File: config.mk
export PLATFORM = sky130hd
export DESIGN_NAME = gpcfg_top
export DESIGN_NICKNAME = d
export VERILOG_FILES = /design/src/design/gpcfg_pkg.sv /design/src/design/gpcfg_mem.sv /design/src/design/gpcfg_top.sv
export SDC_FILE = /design/constraint.sdc
export NUM_CORES = 2
export LEC_CHECK = 0
export BUFFER_PORTS_ARGS = -buffer_cell sky130_fd_sc_hd__buf_2
export CORE_UTILIZATION = 40
export CTS_CLUSTER_DIAMETER = 100
export DETAILED_ROUTE_END_ITERATION = 6
export SLEW_MARGIN = 20
export SYNTH_ARGS = -nofsm -noshare
export SYNTH_HDL_FRONTEND = slang
export SYNTH_SLANG_ARGS = --single-unit
File: constraint.sdc
create_clock -name clk_sys -period 4.19 [get_ports clk_sys]
set_input_delay 0.419 -clock clk_sys [delete_from_list [all_inputs] [get_ports clk_sys]]
set_output_delay 0.419 -clock clk_sys [all_outputs]
set_load 0.02 [all_outputs]
File: src/design/gpcfg_pkg.sv
// Purpose: Constants for the per-pin configuration access block
// Assumes: Byte-wide register port, index addressing
// Notes: Pin index is port*8+pin, 40 slots of which 37 are real
package gpcfg_pkg;
    localparam int GPCFG_AW = 8;
    localparam int GPCFG_DW = 8;
    localparam logic [7:0] GPCFG_OFF_SEL = 8'hf0;
    localparam logic [7:0] GPCFG_OFF_CFG = 8'hf1;
    localparam logic [7:0] GPCFG_OFF_RTE = 8'hf2;
    localparam logic [7:0] GPCFG_OFF_GCFG = 8'hf3;
    localparam int GPCFG_SEL_PORT_LSB = 4;
    localparam int GPCFG_SEL_PIN_LSB = 0;
    localparam logic [7:0] GPCFG_SEL_MASK = 8'h77;
    localparam logic [7:0] GPCFG_SEL_RST = 8'h00;
    localparam int GPCFG_CFG_DEB = 6;
    localparam int GPCFG_CFG_POL = 5;
    localparam int GPCFG_CFG_TYP = 4;
    localparam int GPCFG_CFG_LOCK = 3;
    localparam int GPCFG_CFG_PU = 2;
    localparam int GPCFG_CFG_OT = 1;
    localparam int GPCFG_CFG_OE = 0;
    localparam logic [7:0] GPCFG_CFG_RST_EV = 8'h44;
    localparam logic [7:0] GPCFG_CFG_RST_NOEV = 8'h04;
    localparam logic [7:0] GPCFG_CFG_MASK_EV = 8'h7f;
    localparam logic [7:0] GPCFG_CFG_MASK_NOEV = 8'h0f;
    localparam logic [7:0] GPCFG_CFG_LOCKED = 8'h0f;
    localparam int GPCFG_RTE_PWU = 2;
    localparam int GPCFG_RTE_SMI = 1;
    localparam int GPCFG_RTE_IRQ = 0;
    localparam logic [7:0] GPCFG_RTE_RST = 8'h01;
    localparam logic [7:0] GPCFG_RTE_MASK = 8'h07;
    localparam int GPCFG_GCFG_MUXLOCK = 7;
    localparam logic [7:0] GPCFG_GCFG_RST = 8'h00;
    localparam logic [7:0] GPCFG_GCFG_MASK = 8'h01;
    localparam int GPCFG_NPORT = 5;
    localparam int GPCFG_NSLOT = 40;
    localparam real GPCFG_DEB_NS = 16000.0;
    localparam int GPCFG_CLK_NS = 10;
    localparam int GPCFG_DEB_CYC = int'($ceil(GPCFG_DEB_NS / GPCFG_CLK_NS));
endpackage

File: src/design/gpcfg_mem.sv
// Purpose: Small write-through store for per-pin bytes
// Assumes: One write and one read port, same clock
// Notes: Read data registered; init values come from a vector
`timescale 1ns/100ps
`default_nettype none
module gpcfg_mem #(
    parameter int DEPTH = 40,
    parameter int AW = 6
) (
    input wire logic clk_sys,
    input wire logic arst_n,
    input wire logic [DEPTH*8-1:0] init_val,
    input wire logic we,
    input wire logic [AW-1:0] waddr,
    input wire logic [7:0] wdata,
    input wire logic [AW-1:0] raddr,
    output logic [7:0] rdata,
    output logic [DEPTH*8-1:0] all_q
);
    logic [7:0] mem_r [DEPTH];
    logic init_done_r;

    // Store loads the init_val port vector while reset is held and in the first cycle after release
    always_ff @(posedge clk_sys or negedge arst_n) begin
        if (!arst_n) begin
            init_done_r <= 1'b0;
        end else begin
            init_done_r <= 1'b1;
        end
    end

    always_ff @(posedge clk_sys) begin
        for (int i = 0; i < DEPTH; i++) begin
            if (!init_done_r) begin
                mem_r[i] <= init_val[i*8 +: 8];
            end else if (we && waddr == AW'(i)) begin
                mem_r[i] <= wdata;
            end
        end
    end

    always_ff @(posedge clk_sys or negedge arst_n) begin
        if (!arst_n) begin
            rdata <= 8'h00;
        end else begin
            rdata <= mem_r[raddr];
        end
    end

    always_comb begin
        for (int i = 0; i < DEPTH; i++) begin
            all_q[i*8 +: 8] = init_done_r ? mem_r[i] : init_val[i*8 +: 8];
        end
    end
endmodule
`default_nettype wire

File: src/design/gpcfg_top.sv
// Purpose: Per-pin configuration access for a 37-pin general-purpose port block
// Assumes: Register index port, read data one cycle after the read strobe
// Notes: Pin inputs are synchronised, then optionally debounced for event use
// Summary of operation
// Port-select field bits 6-4 picks port 0-4, other codes reserved
// Pin-select field bits 2-0 picks pin 0-7 in chosen port
// Configuration window reads and writes the selected pin's register
// Reset value 44h for ports 0,1,4 and 04h for ports 2,3
// Bit 6 enables debounce of event input, default on
// Bit 5 picks event polarity, 0 falling or low
// Bit 4 picks edge (0) or level (1) detection
// Ports 2 and 3 read bits 6-4 as zero
// Lock bit 3 freezes direction, type, pull-up, output; only reset clears
// Lock leaves pin multiplexing free until global mux-lock bit 7 set
// Bit 2 enables internal pull-up, default on
// Bit 1 picks open-drain (0) or push-pull (1)
// Bit 0 enables output driver; input path unaffected
// Routing register exists only for ports 0, 1 and 4
// Routing bits: 2 power-up request, 1 mgmt interrupt, 0 IRQ
// IRQ routing defaults on, others off
// Port 1 pin 5 is output only, no input or event
// Pin selector resets to zero
// Routing reset value has IRQ bit set
// Reserved port code: window writes ignored, reads zero
//
// The plain strobed port was left to the implementer.
`timescale 1ns/100ps
`default_nettype none
module gpcfg_top
    import gpcfg_pkg::*;
#(
    parameter int DEB_CYC = gpcfg_pkg::GPCFG_DEB_CYC
) (
    input wire logic clk_sys,
    input wire logic arst_n,
    input wire logic [gpcfg_pkg::GPCFG_AW-1:0] reg_addr,
    input wire logic [gpcfg_pkg::GPCFG_DW-1:0] reg_wdata,
    input wire logic reg_wr,
    input wire logic reg_rd,
    output logic [gpcfg_pkg::GPCFG_DW-1:0] reg_rdata,
    input wire logic [gpcfg_pkg::GPCFG_NSLOT-1:0] pin_in,
    input wire logic [gpcfg_pkg::GPCFG_NSLOT-1:0] pin_dout,
    input wire logic [gpcfg_pkg::GPCFG_NSLOT-1:0] pin_mux_req,
    output logic [gpcfg_pkg::GPCFG_NSLOT-1:0] pin_out,
    output logic [gpcfg_pkg::GPCFG_NSLOT-1:0] pin_oe,
    output logic [gpcfg_pkg::GPCFG_NSLOT-1:0] pin_pullup,
    output logic [gpcfg_pkg::GPCFG_NSLOT-1:0] pin_mux_sel,
    output logic [gpcfg_pkg::GPCFG_NSLOT-1:0] pin_event,
    output logic [gpcfg_pkg::GPCFG_NSLOT-1:0] ev_irq,
    output logic [gpcfg_pkg::GPCFG_NSLOT-1:0] ev_system_mgmt_interrupt,
    output logic [gpcfg_pkg::GPCFG_NSLOT-1:0] ev_power_up_request,
    output logic mux_locked
);
    import gpcfg_pkg::*;

    localparam int N = GPCFG_NSLOT;
    localparam int DW = $clog2(DEB_CYC + 1);

    function automatic logic has_event(input logic [2:0] port);
        has_event = (port == 3'd0) || (port == 3'd1) || (port == 3'd4);
    endfunction

    function automatic logic slot_real(input int s);
        slot_real = !((s / 8 == 3) && (s % 8 > 4));
    endfunction

    function automatic logic [7:0] cfg_mask(input logic [2:0] port);
        cfg_mask = has_event(port) ? GPCFG_CFG_MASK_EV : GPCFG_CFG_MASK_NOEV;
    endfunction

    logic [7:0] sel_r;
    logic [7:0] gcfg_r;
    logic [2:0] port_sel;
    logic [5:0] slot_sel;
    logic port_ok;
    logic [N*8-1:0] cfg_init;
    logic [N*8-1:0] cfg_all;
    logic [N*8-1:0] rte_init;
    logic [N*8-1:0] rte_all;
    logic [7:0] cfg_rd;
    logic [7:0] rte_rd;
    logic [7:0] cfg_old;
    logic [7:0] cfg_wval;
    logic cfg_we;
    logic rte_we;
    logic [7:0] rd_addr_r;
    logic rd_ok_r;
    logic rd_ev_r;
    logic [N-1:0] in_s1_r;
    logic [N-1:0] in_s2_r;
    logic [N-1:0] in_deb_r;
    logic [N-1:0] in_prev_r;
    logic [DW-1:0] deb_cnt_r [N];
    logic [N-1:0] ev_ok;

    assign port_sel = sel_r[GPCFG_SEL_PORT_LSB +: 3];
    assign slot_sel = {port_sel, sel_r[GPCFG_SEL_PIN_LSB +: 3]};
    assign port_ok = port_sel <= 3'd4;
    assign mux_locked = gcfg_r[GPCFG_GCFG_MUXLOCK];

    always_comb begin
        for (int s = 0; s < N; s++) begin
            cfg_init[s*8 +: 8] = has_event(3'(s / 8)) ? GPCFG_CFG_RST_EV : GPCFG_CFG_RST_NOEV;
            rte_init[s*8 +: 8] = GPCFG_RTE_RST; // see
            ev_ok[s] = has_event(3'(s / 8)) && !(s == 13);
        end
    end

    always_ff @(posedge clk_sys or negedge arst_n) begin
        if (!arst_n) begin
            sel_r <= GPCFG_SEL_RST;
        end else if (reg_wr && reg_addr == GPCFG_OFF_SEL) begin
            sel_r <= reg_wdata & GPCFG_SEL_MASK;
        end
    end

    // Global lock is sticky; once set, mux selection freezes
    always_ff @(posedge clk_sys or negedge arst_n) begin
        if (!arst_n) begin
            gcfg_r <= GPCFG_GCFG_RST;
        end else if (reg_wr && reg_addr == GPCFG_OFF_GCFG) begin
            gcfg_r[GPCFG_GCFG_MUXLOCK] <= gcfg_r[GPCFG_GCFG_MUXLOCK] | reg_wdata[GPCFG_GCFG_MUXLOCK];
            if (!gcfg_r[GPCFG_GCFG_MUXLOCK]) begin
                gcfg_r[0] <= reg_wdata[0];
            end
        end
    end

    // Pin mux follows its request until the global lock is set
    always_ff @(posedge clk_sys or negedge arst_n) begin
        if (!arst_n) begin
            pin_mux_sel <= '0;
        end else if (!mux_locked) begin
            pin_mux_sel <= pin_mux_req;
        end
    end

    assign cfg_old = cfg_all[slot_sel*8 +: 8];
    assign cfg_we = reg_wr && reg_addr == GPCFG_OFF_CFG && port_ok && slot_real(int'(slot_sel)); // see
    assign rte_we = reg_wr && reg_addr == GPCFG_OFF_RTE && port_ok && has_event(port_sel); // see

    // Locked bits 3-0 keep their old value; lock itself cannot be cleared
    always_comb begin
        cfg_wval = reg_wdata & cfg_mask(port_sel);
        if (cfg_old[GPCFG_CFG_LOCK]) begin
            cfg_wval = (cfg_wval & ~GPCFG_CFG_LOCKED) | (cfg_old & GPCFG_CFG_LOCKED);
        end
    end

    gpcfg_mem #(.DEPTH(N), .AW(6)) u_cfg (
        .clk_sys(clk_sys),
        .arst_n(arst_n),
        .init_val(cfg_init),
        .we(cfg_we),
        .waddr(slot_sel),
        .wdata(cfg_wval),
        .raddr(slot_sel),
        .rdata(cfg_rd),
        .all_q(cfg_all)
    );

    gpcfg_mem #(.DEPTH(N), .AW(6)) u_rte (
        .clk_sys(clk_sys),
        .arst_n(arst_n),
        .init_val(rte_init),
        .we(rte_we),
        .waddr(slot_sel),
        .wdata(reg_wdata & GPCFG_RTE_MASK),
        .raddr(slot_sel),
        .rdata(rte_rd),
        .all_q(rte_all)
    );

    always_ff @(posedge clk_sys or negedge arst_n) begin
        if (!arst_n) begin
            rd_addr_r <= 8'h00;
            rd_ok_r <= 1'b0;
            rd_ev_r <= 1'b0;
        end else begin
            rd_addr_r <= reg_rd ? reg_addr : 8'h00;
            rd_ok_r <= port_ok && slot_real(int'(slot_sel));
            rd_ev_r <= has_event(port_sel);
        end
    end

    // Read data are valid only in the cycle after the strobe
    always_comb begin
        reg_rdata = 8'h00;
        if (rd_addr_r == GPCFG_OFF_SEL) begin
            reg_rdata = sel_r;
        end else if (rd_addr_r == GPCFG_OFF_CFG && rd_ok_r) begin
            reg_rdata = cfg_rd;
        end else if (rd_addr_r == GPCFG_OFF_RTE && rd_ok_r && rd_ev_r) begin
            reg_rdata = rte_rd;
        end else if (rd_addr_r == GPCFG_OFF_GCFG) begin
            reg_rdata = gcfg_r & (GPCFG_GCFG_MASK | 8'h80);
        end
    end

    always_ff @(posedge clk_sys or negedge arst_n) begin
        if (!arst_n) begin
            in_s1_r <= '0;
            in_s2_r <= '0;
            in_prev_r <= '0;
        end else begin
            in_s1_r <= pin_in;
            in_s2_r <= in_s1_r;
            in_prev_r <= in_deb_r;
        end
    end

    // Debounce: level must hold DEB_CYC cycles before it passes
    always_ff @(posedge clk_sys or negedge arst_n) begin
        if (!arst_n) begin
            in_deb_r <= '0;
            for (int s = 0; s < N; s++) begin
                deb_cnt_r[s] <= '0;
            end
        end else begin
            for (int s = 0; s < N; s++) begin
                if (!cfg_all[s*8 + GPCFG_CFG_DEB]) begin
                    in_deb_r[s] <= in_s2_r[s];
                    deb_cnt_r[s] <= '0;
                end else if (in_s2_r[s] == in_deb_r[s]) begin
                    deb_cnt_r[s] <= '0;
                end else if (deb_cnt_r[s] >= DW'(DEB_CYC - 1)) begin
                    in_deb_r[s] <= in_s2_r[s];
                    deb_cnt_r[s] <= '0;
                end else begin
                    deb_cnt_r[s] <= deb_cnt_r[s] + 1'b1;
                end
            end
        end
    end

    always_ff @(posedge clk_sys or negedge arst_n) begin
        if (!arst_n) begin
            pin_event <= '0;
            ev_irq <= '0;
            ev_system_mgmt_interrupt <= '0;
            ev_power_up_request <= '0;
        end else begin
            for (int s = 0; s < N; s++) begin
                logic act;
                logic prv;
                logic ev;
                act = in_deb_r[s] ~^ cfg_all[s*8 + GPCFG_CFG_POL];
                prv = in_prev_r[s] ~^ cfg_all[s*8 + GPCFG_CFG_POL];
                ev = cfg_all[s*8 + GPCFG_CFG_TYP] ? act : (act && !prv);
                ev = ev && ev_ok[s];
                pin_event[s] <= ev;
                ev_irq[s] <= ev && rte_all[s*8 + GPCFG_RTE_IRQ];
                ev_system_mgmt_interrupt[s] <= ev && rte_all[s*8 + GPCFG_RTE_SMI];
                ev_power_up_request[s] <= ev && rte_all[s*8 + GPCFG_RTE_PWU];
            end
        end
    end

    always_ff @(posedge clk_sys or negedge arst_n) begin
        if (!arst_n) begin
            pin_out <= '0;
            pin_oe <= '0;
            pin_pullup <= '0;
        end else begin
            for (int s = 0; s < N; s++) begin
                logic dv;
                dv = cfg_all[s*8 + GPCFG_CFG_LOCK] ? pin_out[s] : pin_dout[s];
                // Open-drain drives only low; push-pull drives both levels
                pin_oe[s] <= cfg_all[s*8 + GPCFG_CFG_OE] && slot_real(s) &&
                    (cfg_all[s*8 + GPCFG_CFG_OT] || !dv); // see
                pin_out[s] <= dv;
                pin_pullup[s] <= cfg_all[s*8 + GPCFG_CFG_PU] && slot_real(s);
            end
        end
    end

    property p_lock_holds;
        @(posedge clk_sys) disable iff (!arst_n)
        (reg_wr && reg_addr == GPCFG_OFF_CFG && cfg_old[GPCFG_CFG_LOCK] && port_ok)
            |=> (cfg_all[$past(slot_sel)*8 +: 4] == $past(cfg_old[3:0]));
    endproperty
    a_lock_holds: assert property (p_lock_holds) else $error("locked bits changed");

    property p_out_frozen;
        @(posedge clk_sys) disable iff (!arst_n)
        cfg_all[2*8 + GPCFG_CFG_LOCK] |=> $stable(pin_out[2]);
    endproperty
    a_out_frozen: assert property (p_out_frozen) else $error("locked output value moved");

    property p_resv_write;
        @(posedge clk_sys) disable iff (!arst_n)
        (reg_wr && !port_ok) |=> $stable(cfg_all) && $stable(rte_all);
    endproperty
    a_resv_write: assert property (p_resv_write) else $error("write at reserved port");

    property p_noev_read;
        @(posedge clk_sys) disable iff (!arst_n)
        (reg_rd && reg_addr == GPCFG_OFF_CFG && (port_sel == 3'd2 || port_sel == 3'd3)) |=> reg_rdata[6:4] == 3'b000;
    endproperty
    a_noev_read: assert property (p_noev_read) else $error("reserved bits nonzero");

    property p_rte_zero;
        @(posedge clk_sys) disable iff (!arst_n)
        (reg_rd && reg_addr == GPCFG_OFF_RTE && !has_event(port_sel)) |=> reg_rdata == 8'h00;
    endproperty
    a_rte_zero: assert property (p_rte_zero) else $error("routing read nonzero");

    property p_sel_read;
        @(posedge clk_sys) disable iff (!arst_n)
        (reg_rd && reg_addr == GPCFG_OFF_SEL && !reg_wr) |=> reg_rdata == $past(sel_r);
    endproperty
    a_sel_read: assert property (p_sel_read) else $error("selector read wrong");

    property p_oe_off;
        @(posedge clk_sys) disable iff (!arst_n)
        !cfg_all[GPCFG_CFG_OE] |=> !pin_oe[0];
    endproperty
    a_oe_off: assert property (p_oe_off) else $error("driver on while disabled");

    property p_no_ev13;
        @(posedge clk_sys) disable iff (!arst_n)
        1'b1 |-> !pin_event[13];
    endproperty
    a_no_ev13: assert property (p_no_ev13) else $error("event on output-only pin");

    property p_mux_frozen;
        @(posedge clk_sys) disable iff (!arst_n)
        mux_locked |=> $stable(pin_mux_sel);
    endproperty
    a_mux_frozen: assert property (p_mux_frozen) else $error("mux moved after lock");
endmodule
`default_nettype wire

## Word-level counts from Yosys, hierarchy flattened

Memory sizes are Yosys's and may differ from the RTL's. A register that Yosys moved wholly into a read port is not among the register bits.
Cells that the tools add are included.
W data, S select, Z words.

- Bits in writable memories: 440
- Memories kept: 2
- Memory bits (read-only): 0
- Bits in registers: 873
- Bits in latches: 0

- $mul: 0
- Bitwise operators: 130
- Mux-type cells: 691
- Shift operators: 1
- Reduce and logical (&&, ||, !) cells: 367
- Add/sub/neg operators: 40
- $lt $le $gt $ge: 42
- Div/mod/pow operators: 0
- Eq/ne operators: 170

Memories:

| name | depth | width | rd ports | clocked after memory_dff | write ports | RTL line | RTL |
|---|---|---|---|---|---|---|---|
| u_cfg.mem_r | 40 | 8 | 41 | 1 | 40 | gpcfg_mem.sv:20 | `logic [7:0] mem_r [DEPTH];` |
| u_rte.mem_r | 40 | 3 | 24 | 1 | 40 | gpcfg_mem.sv:20 |  |

Operators by type and width:

| operator | number |
|---|---|
| $mux W11 | 120 |
| $mux W8 | 86 |
| $add A11 B1 Y11 const B | 40 |
| $ge A11 B11 Y1 const B | 40 |
| $mux W1 | 421 |
| $shiftx A320 B10 Y4 | 1 |
| $logic_and A1 B1 Y1 | 222 |
| $mux W3 | 63 |
| $eq A6 B5 Y1 const B | 16 |
| $reduce_and A2 Y1 | 41 |
| $or A1 B1 Y1 | 81 |
| $ne A2 B1 Y1 const B | 40 |
| $ne A2 B2 Y1 const B | 40 |
| $eq A8 B8 Y1 const B | 8 |
| $logic_not A1 Y1 | 63 |
| $eq A6 B4 Y1 const B | 8 |
| $eq A6 B6 Y1 const B | 8 |
| $xnor A1 B1 Y1 | 46 |
| $eq A1 B1 Y1 | 40 |
| $logic_or A1 B1 Y1 | 39 |
| $eq A6 B3 Y1 const B | 4 |
| $eq A6 B2 Y1 const B | 2 |
| $and A8 B7 Y8 | 1 |
| $or A8 B4 Y8 | 1 |
| 9 further kinds | 10 |

## Logic depth before layout (Yosys ltp)

- Word-level depth: 9
- Mapped depth: 12

## Cells and area by module

A second synthesis with hierarchy kept.

- Cells, all modules: 5124
- Area total of the unflattened synthesis: 67433.4 µm²

Modules (own cells, without submodules):

| module | seq. area each (µm²) | area each (µm²) | times used | cells an instance |
|---|---|---|---|---|
| gpcfg_top | 15239.6 | 25732.2 | 1 | 2158 |
| gpcfg_mem at u_cfg | 9754.4 | 20852.5 | 1 | 1483 |
| gpcfg_mem at u_rte | 9754.4 | 20848.7 | 1 | 1483 |

## Least setup slack after synthesis

No wires, ideal clock.

- Path kind: register to register
- From: register sel_r[0]
- To: memory u_cfg.mem_r[17][0] (enable)
- Cell stages (with the launch flop): 9
- Path slack: 1456 ps
- Required time: 3809 ps
- Library setup time: 381 ps
- Data arrival time: 2353 ps
- Cells stage by stage: dfrtp_1 -> buf_6 -> or2_1 -> clkbuf_1 -> a32oi_2 -> and4_1 -> nand3b_1 -> clkbuf_1 -> o21ai_0

RTL lines:

| element | RTL line | RTL |
|---|---|---|
| start, declared | gpcfg_top.sv:71 | `logic [7:0] sel_r;` |
| start signal, assigned | gpcfg_top.sv:113 | `sel_r <= reg_wdata & GPCFG_SEL_MASK;` |
| end, declared | gpcfg_mem.sv:20 |  |

==> summary.md <==
| Metric | Value |
|---|---|
| Status | `finished clean` |
| FP Rows | `120` |
| Max Clock Freq | `around 260 MHz` |
| Clock root cell | `clkbuf_16` |
| Core Box Area | `107,000 sq um` |
| Largest net degree at the start of global routing | `slightly below 200` |
| Power after layout | `around 23,000 uW` |
| DRC | `0` |
| Die area | `approximately 110,000 sq um` |
| CTS buffer count | `about 110` |
| Gate Count Post-Synth | `about 3,600` |
| Fraction of layout cells with a size suffix above 1 | `between 20 and 25%` |
| Top post-synthesis cells by area | `dfrtp_1 (36%), edfxtp_1 (27%), nor2_1 (4.4%)` |
| TritonCTS clock tree | `yes` |
| Clk pin slew, worst setup/hold paths | `0.06 ns` |
| Setup TNS | `0 ns` |
| Seq/Total Area, Yosys | `a little over three fifths` |
| Via/cell ratio | `approximately 5.1` |
| Routed via count | `roughly 30,000` |
| Setup repair bufs after CTS | `0` |
| DRT Wirelength | `approximately 120,000 um` |
| First-pass GRT wire length | `around 180,000 um` |
| Crit. Startpoint | `sel_r[0]` |
| Total grt overflow | `0` |
| Synth cell count leaders | `dfrtp_1 (621), nor2_1 (506), edfxtp_1 (390)` |
| H-tree depth | `3` |
| Worst Hold Endpoint | `pin_out[10]` |
| Rel. slew slack | `around 22%` |
| Clk sink count | `about 1,000` |
| Least-Margin Pin Slew | `between 1 and 1.5 ns` |
| Type of origin of the critical path | `register` |
| Die X | `332 um` |
| Initial antenna violation count | `10` |
| CP Data Required Time | `approximately 4.7 ns` |
| Tmin final | `between 3 and 4 ns` |
| Final period util | `92.1%` |
| Final nets | `between 4,000 and 5,000` |
| Mean Syn Cell Area | `between 10 and 15 sq um` |
| WS Path Type | `register to register` |
| Worst Min Path Start | `pin_dout[10]` |
| Crit end category | `register` |
| Vias in the first global route | `roughly 29,000` |
| Final setup viols | `0` |
| Post-CTS Hold Buffers | `around 110` |
| Max-capacitance violation count | `0` |
| Worst vdd rail ir drop | `roughly 310 uV` |
| Worst r2r dst | `u_cfg.mem_r[11][1]` |
| Unrepaired setup endpoints after global routing | `no` |
| Final HPWL from detailed placement | `just under 90,000 um` |
| Top-count cell post-synth | `dfrtp_1` |
| Number of synthesized flops with an enable pin | `between 300 and 400` |
| Clock buffer depth | `3` |
| Pwr per Cell Area | `430 nW/um^2` |
| Post-Synthesis Cell Area | `about 43,000 sq um` |
| Worst Skew | `0.0247 ns` |
| GPL Wtd Cong | `between 0.9 and 1` |
| Syn. warnings | `0` |
| Synthesis-to-layout area growth | `20.7%` |
| Crit path max fanout | `34` |
| Worst EP arrival | `~4.4 ns` |
| Distinct cells, synth | `a little over 60` |
| Count of port buffers added during placement | `377` |
| Main synth FF type | `dfrtp_1` |
| Initial core utilization | `around two fifths` |
| # resized after CTS | `0` |
| Pre-Repair DR Iteration Count | `7` |
| Hold depth | `2` |
| Total Routing Usage GR | `about 22%` |
| FF-to-FF path depth | `11` |
| Hold Path Class | `primary input to register` |
| Final Max Slew Viols | `0` |
| Flop-to-flop setup slack | `about 0.33 ns` |
| Wire length per cell | `21.5 um` |
| Synth top area share | `about 36%` |
| Final Hold Vio Count | `0` |
| Clock Latency Late Sink | `about 0.7 ns` |
| Die H | `approximately 330 um` |
| Detailed Route Iter0 Violations | `2,322` |
| Leakage | `between 0.02 and 0.025 uW` |
| Yosys top cell by area | `dfrtp_1` |
| Reg2reg start | `sel_r[0]` |
| Ports | `between 400 and 500` |
| #FFs+latches synth | `about 1,000` |
| Post-route ant nets | `0` |
| Asr flop ratio synth | `about three fifths` |
==> metal layers <==
layer	share of wire (%)	GRT usage, %	up-vias
li1	-	-	13487
met1	41	28.6	14717
met2	49	37.2	988
met3	6.7	4.01	245
met4	3.9	9.00	12
met5	0.062	0	-
==> area by class of cell <==
cell class                 count  area [sq um]
clock inverter                39           498
multi-input combinational   2375         14900
sequential                  1022         27500
inverter                     130           488
tap                         1403          1760
antenna                        3          7.51
clock buffer                 163          3260
fill                        9635         54900
timing repair buffer         609          4100
==> registers in the layout (all words and copies together) (netlist names) <==
register and flops:
rd_ev_r 1, u_rte.mem_r 120, ev_irq 23, in_prev_r 23
ev_system_mgmt_interrupt 23, pin_pullup 37, pin_oe 37, u_cfg.init_done_r 1
pin_out 40, in_s2_r 23, u_cfg.mem_r 281, mux_locked 1
u_rte.rdata 3, in_s1_r 23, pin_mux_sel 40, u_cfg.rdata 8
gcfg_r 1, pin_event 23, rd_ok_r 1, in_deb_r 23
ev_power_up_request 23, sel_r 6, rd_addr_r 8, deb_cnt_r 253
==> worst max-delay path: stages (launching register included) <==
cell and delay [ns]:
dfrtp_4 0.87, buf_4 0.32, buf_4 0.23, mux2i_1 0.09, a22o_1 0.23, a221oi_1 0.54, buf_4 0.22, o22ai_1 0.08
nor3_2 0.39, a221oi_4 0.17, buf_12 0.26, nor3_1 0.23
==> cells in the final DEF, fill, tap and decap left out, drive strengths merged, types with 99 or more instances in the layout <==
cell,instances
xor2,131
clkbuf,163
xnor2,99
nand3,149
edfxtp,390
buf,496
mux2,110
nor2,507
dlygate4sd3,113
conb,183
dfrtp,621
nor3,122
nand2,334
inv,136
==> power by group <==
part / total (uW) / internal (uW) / switching, uW
Sequential: 10900 / 10700 / 212
Clock: 10000 / 5990 / 4040
Combinational: 1620 / 564 / 1060
Total: 22600 / 17300 / 5310
==> cell families after synthesis <==
family                     count (synthesis)  share of synthesized area [%]
muxes                                    255                           8.43
other                                      2                         0.0173
xor gates and xnor gates                 230                           4.63
AOI/OAI and AO/OA                        316                           4.73
buffers and inverters                    356                           4.11
and+or+nand+nor                         1368                           14.2
DFF                                     1022                           63.2
adders and majority gates                 23                          0.662
==> metrics by stage <==
step                hold WS [ns]  instances  setup slack, ns  instance area, sq um  util [%]
floorplan                  0.123       3753             1.46                 44200         -
global placement           0.334       5426            0.557                 47600      44.3
detailed placement         0.335       5426            0.490                 47600      44.3
CTS                      0.00354       5741            0.450                 52500      48.9
global route              0.0269       5743            0.215                 52500      48.9
finish                    0.0393       5744            0.332                 52500      48.9
==> worst max-delay path by stage <==
stage | to | depth (start not counted)
CTS | u_cfg.mem_r[11][1] | 11
floorplan | u_cfg.mem_r[17][0] | 8
global route | u_cfg.mem_r[11][1] | 11
detailed placement | u_cfg.mem_r[23][1] | 11
global placement | u_cfg.mem_r[8][1] | 11
finish | u_cfg.mem_r[11][1] | 11
Note: power is estimated with default switching activity, not from simulation.
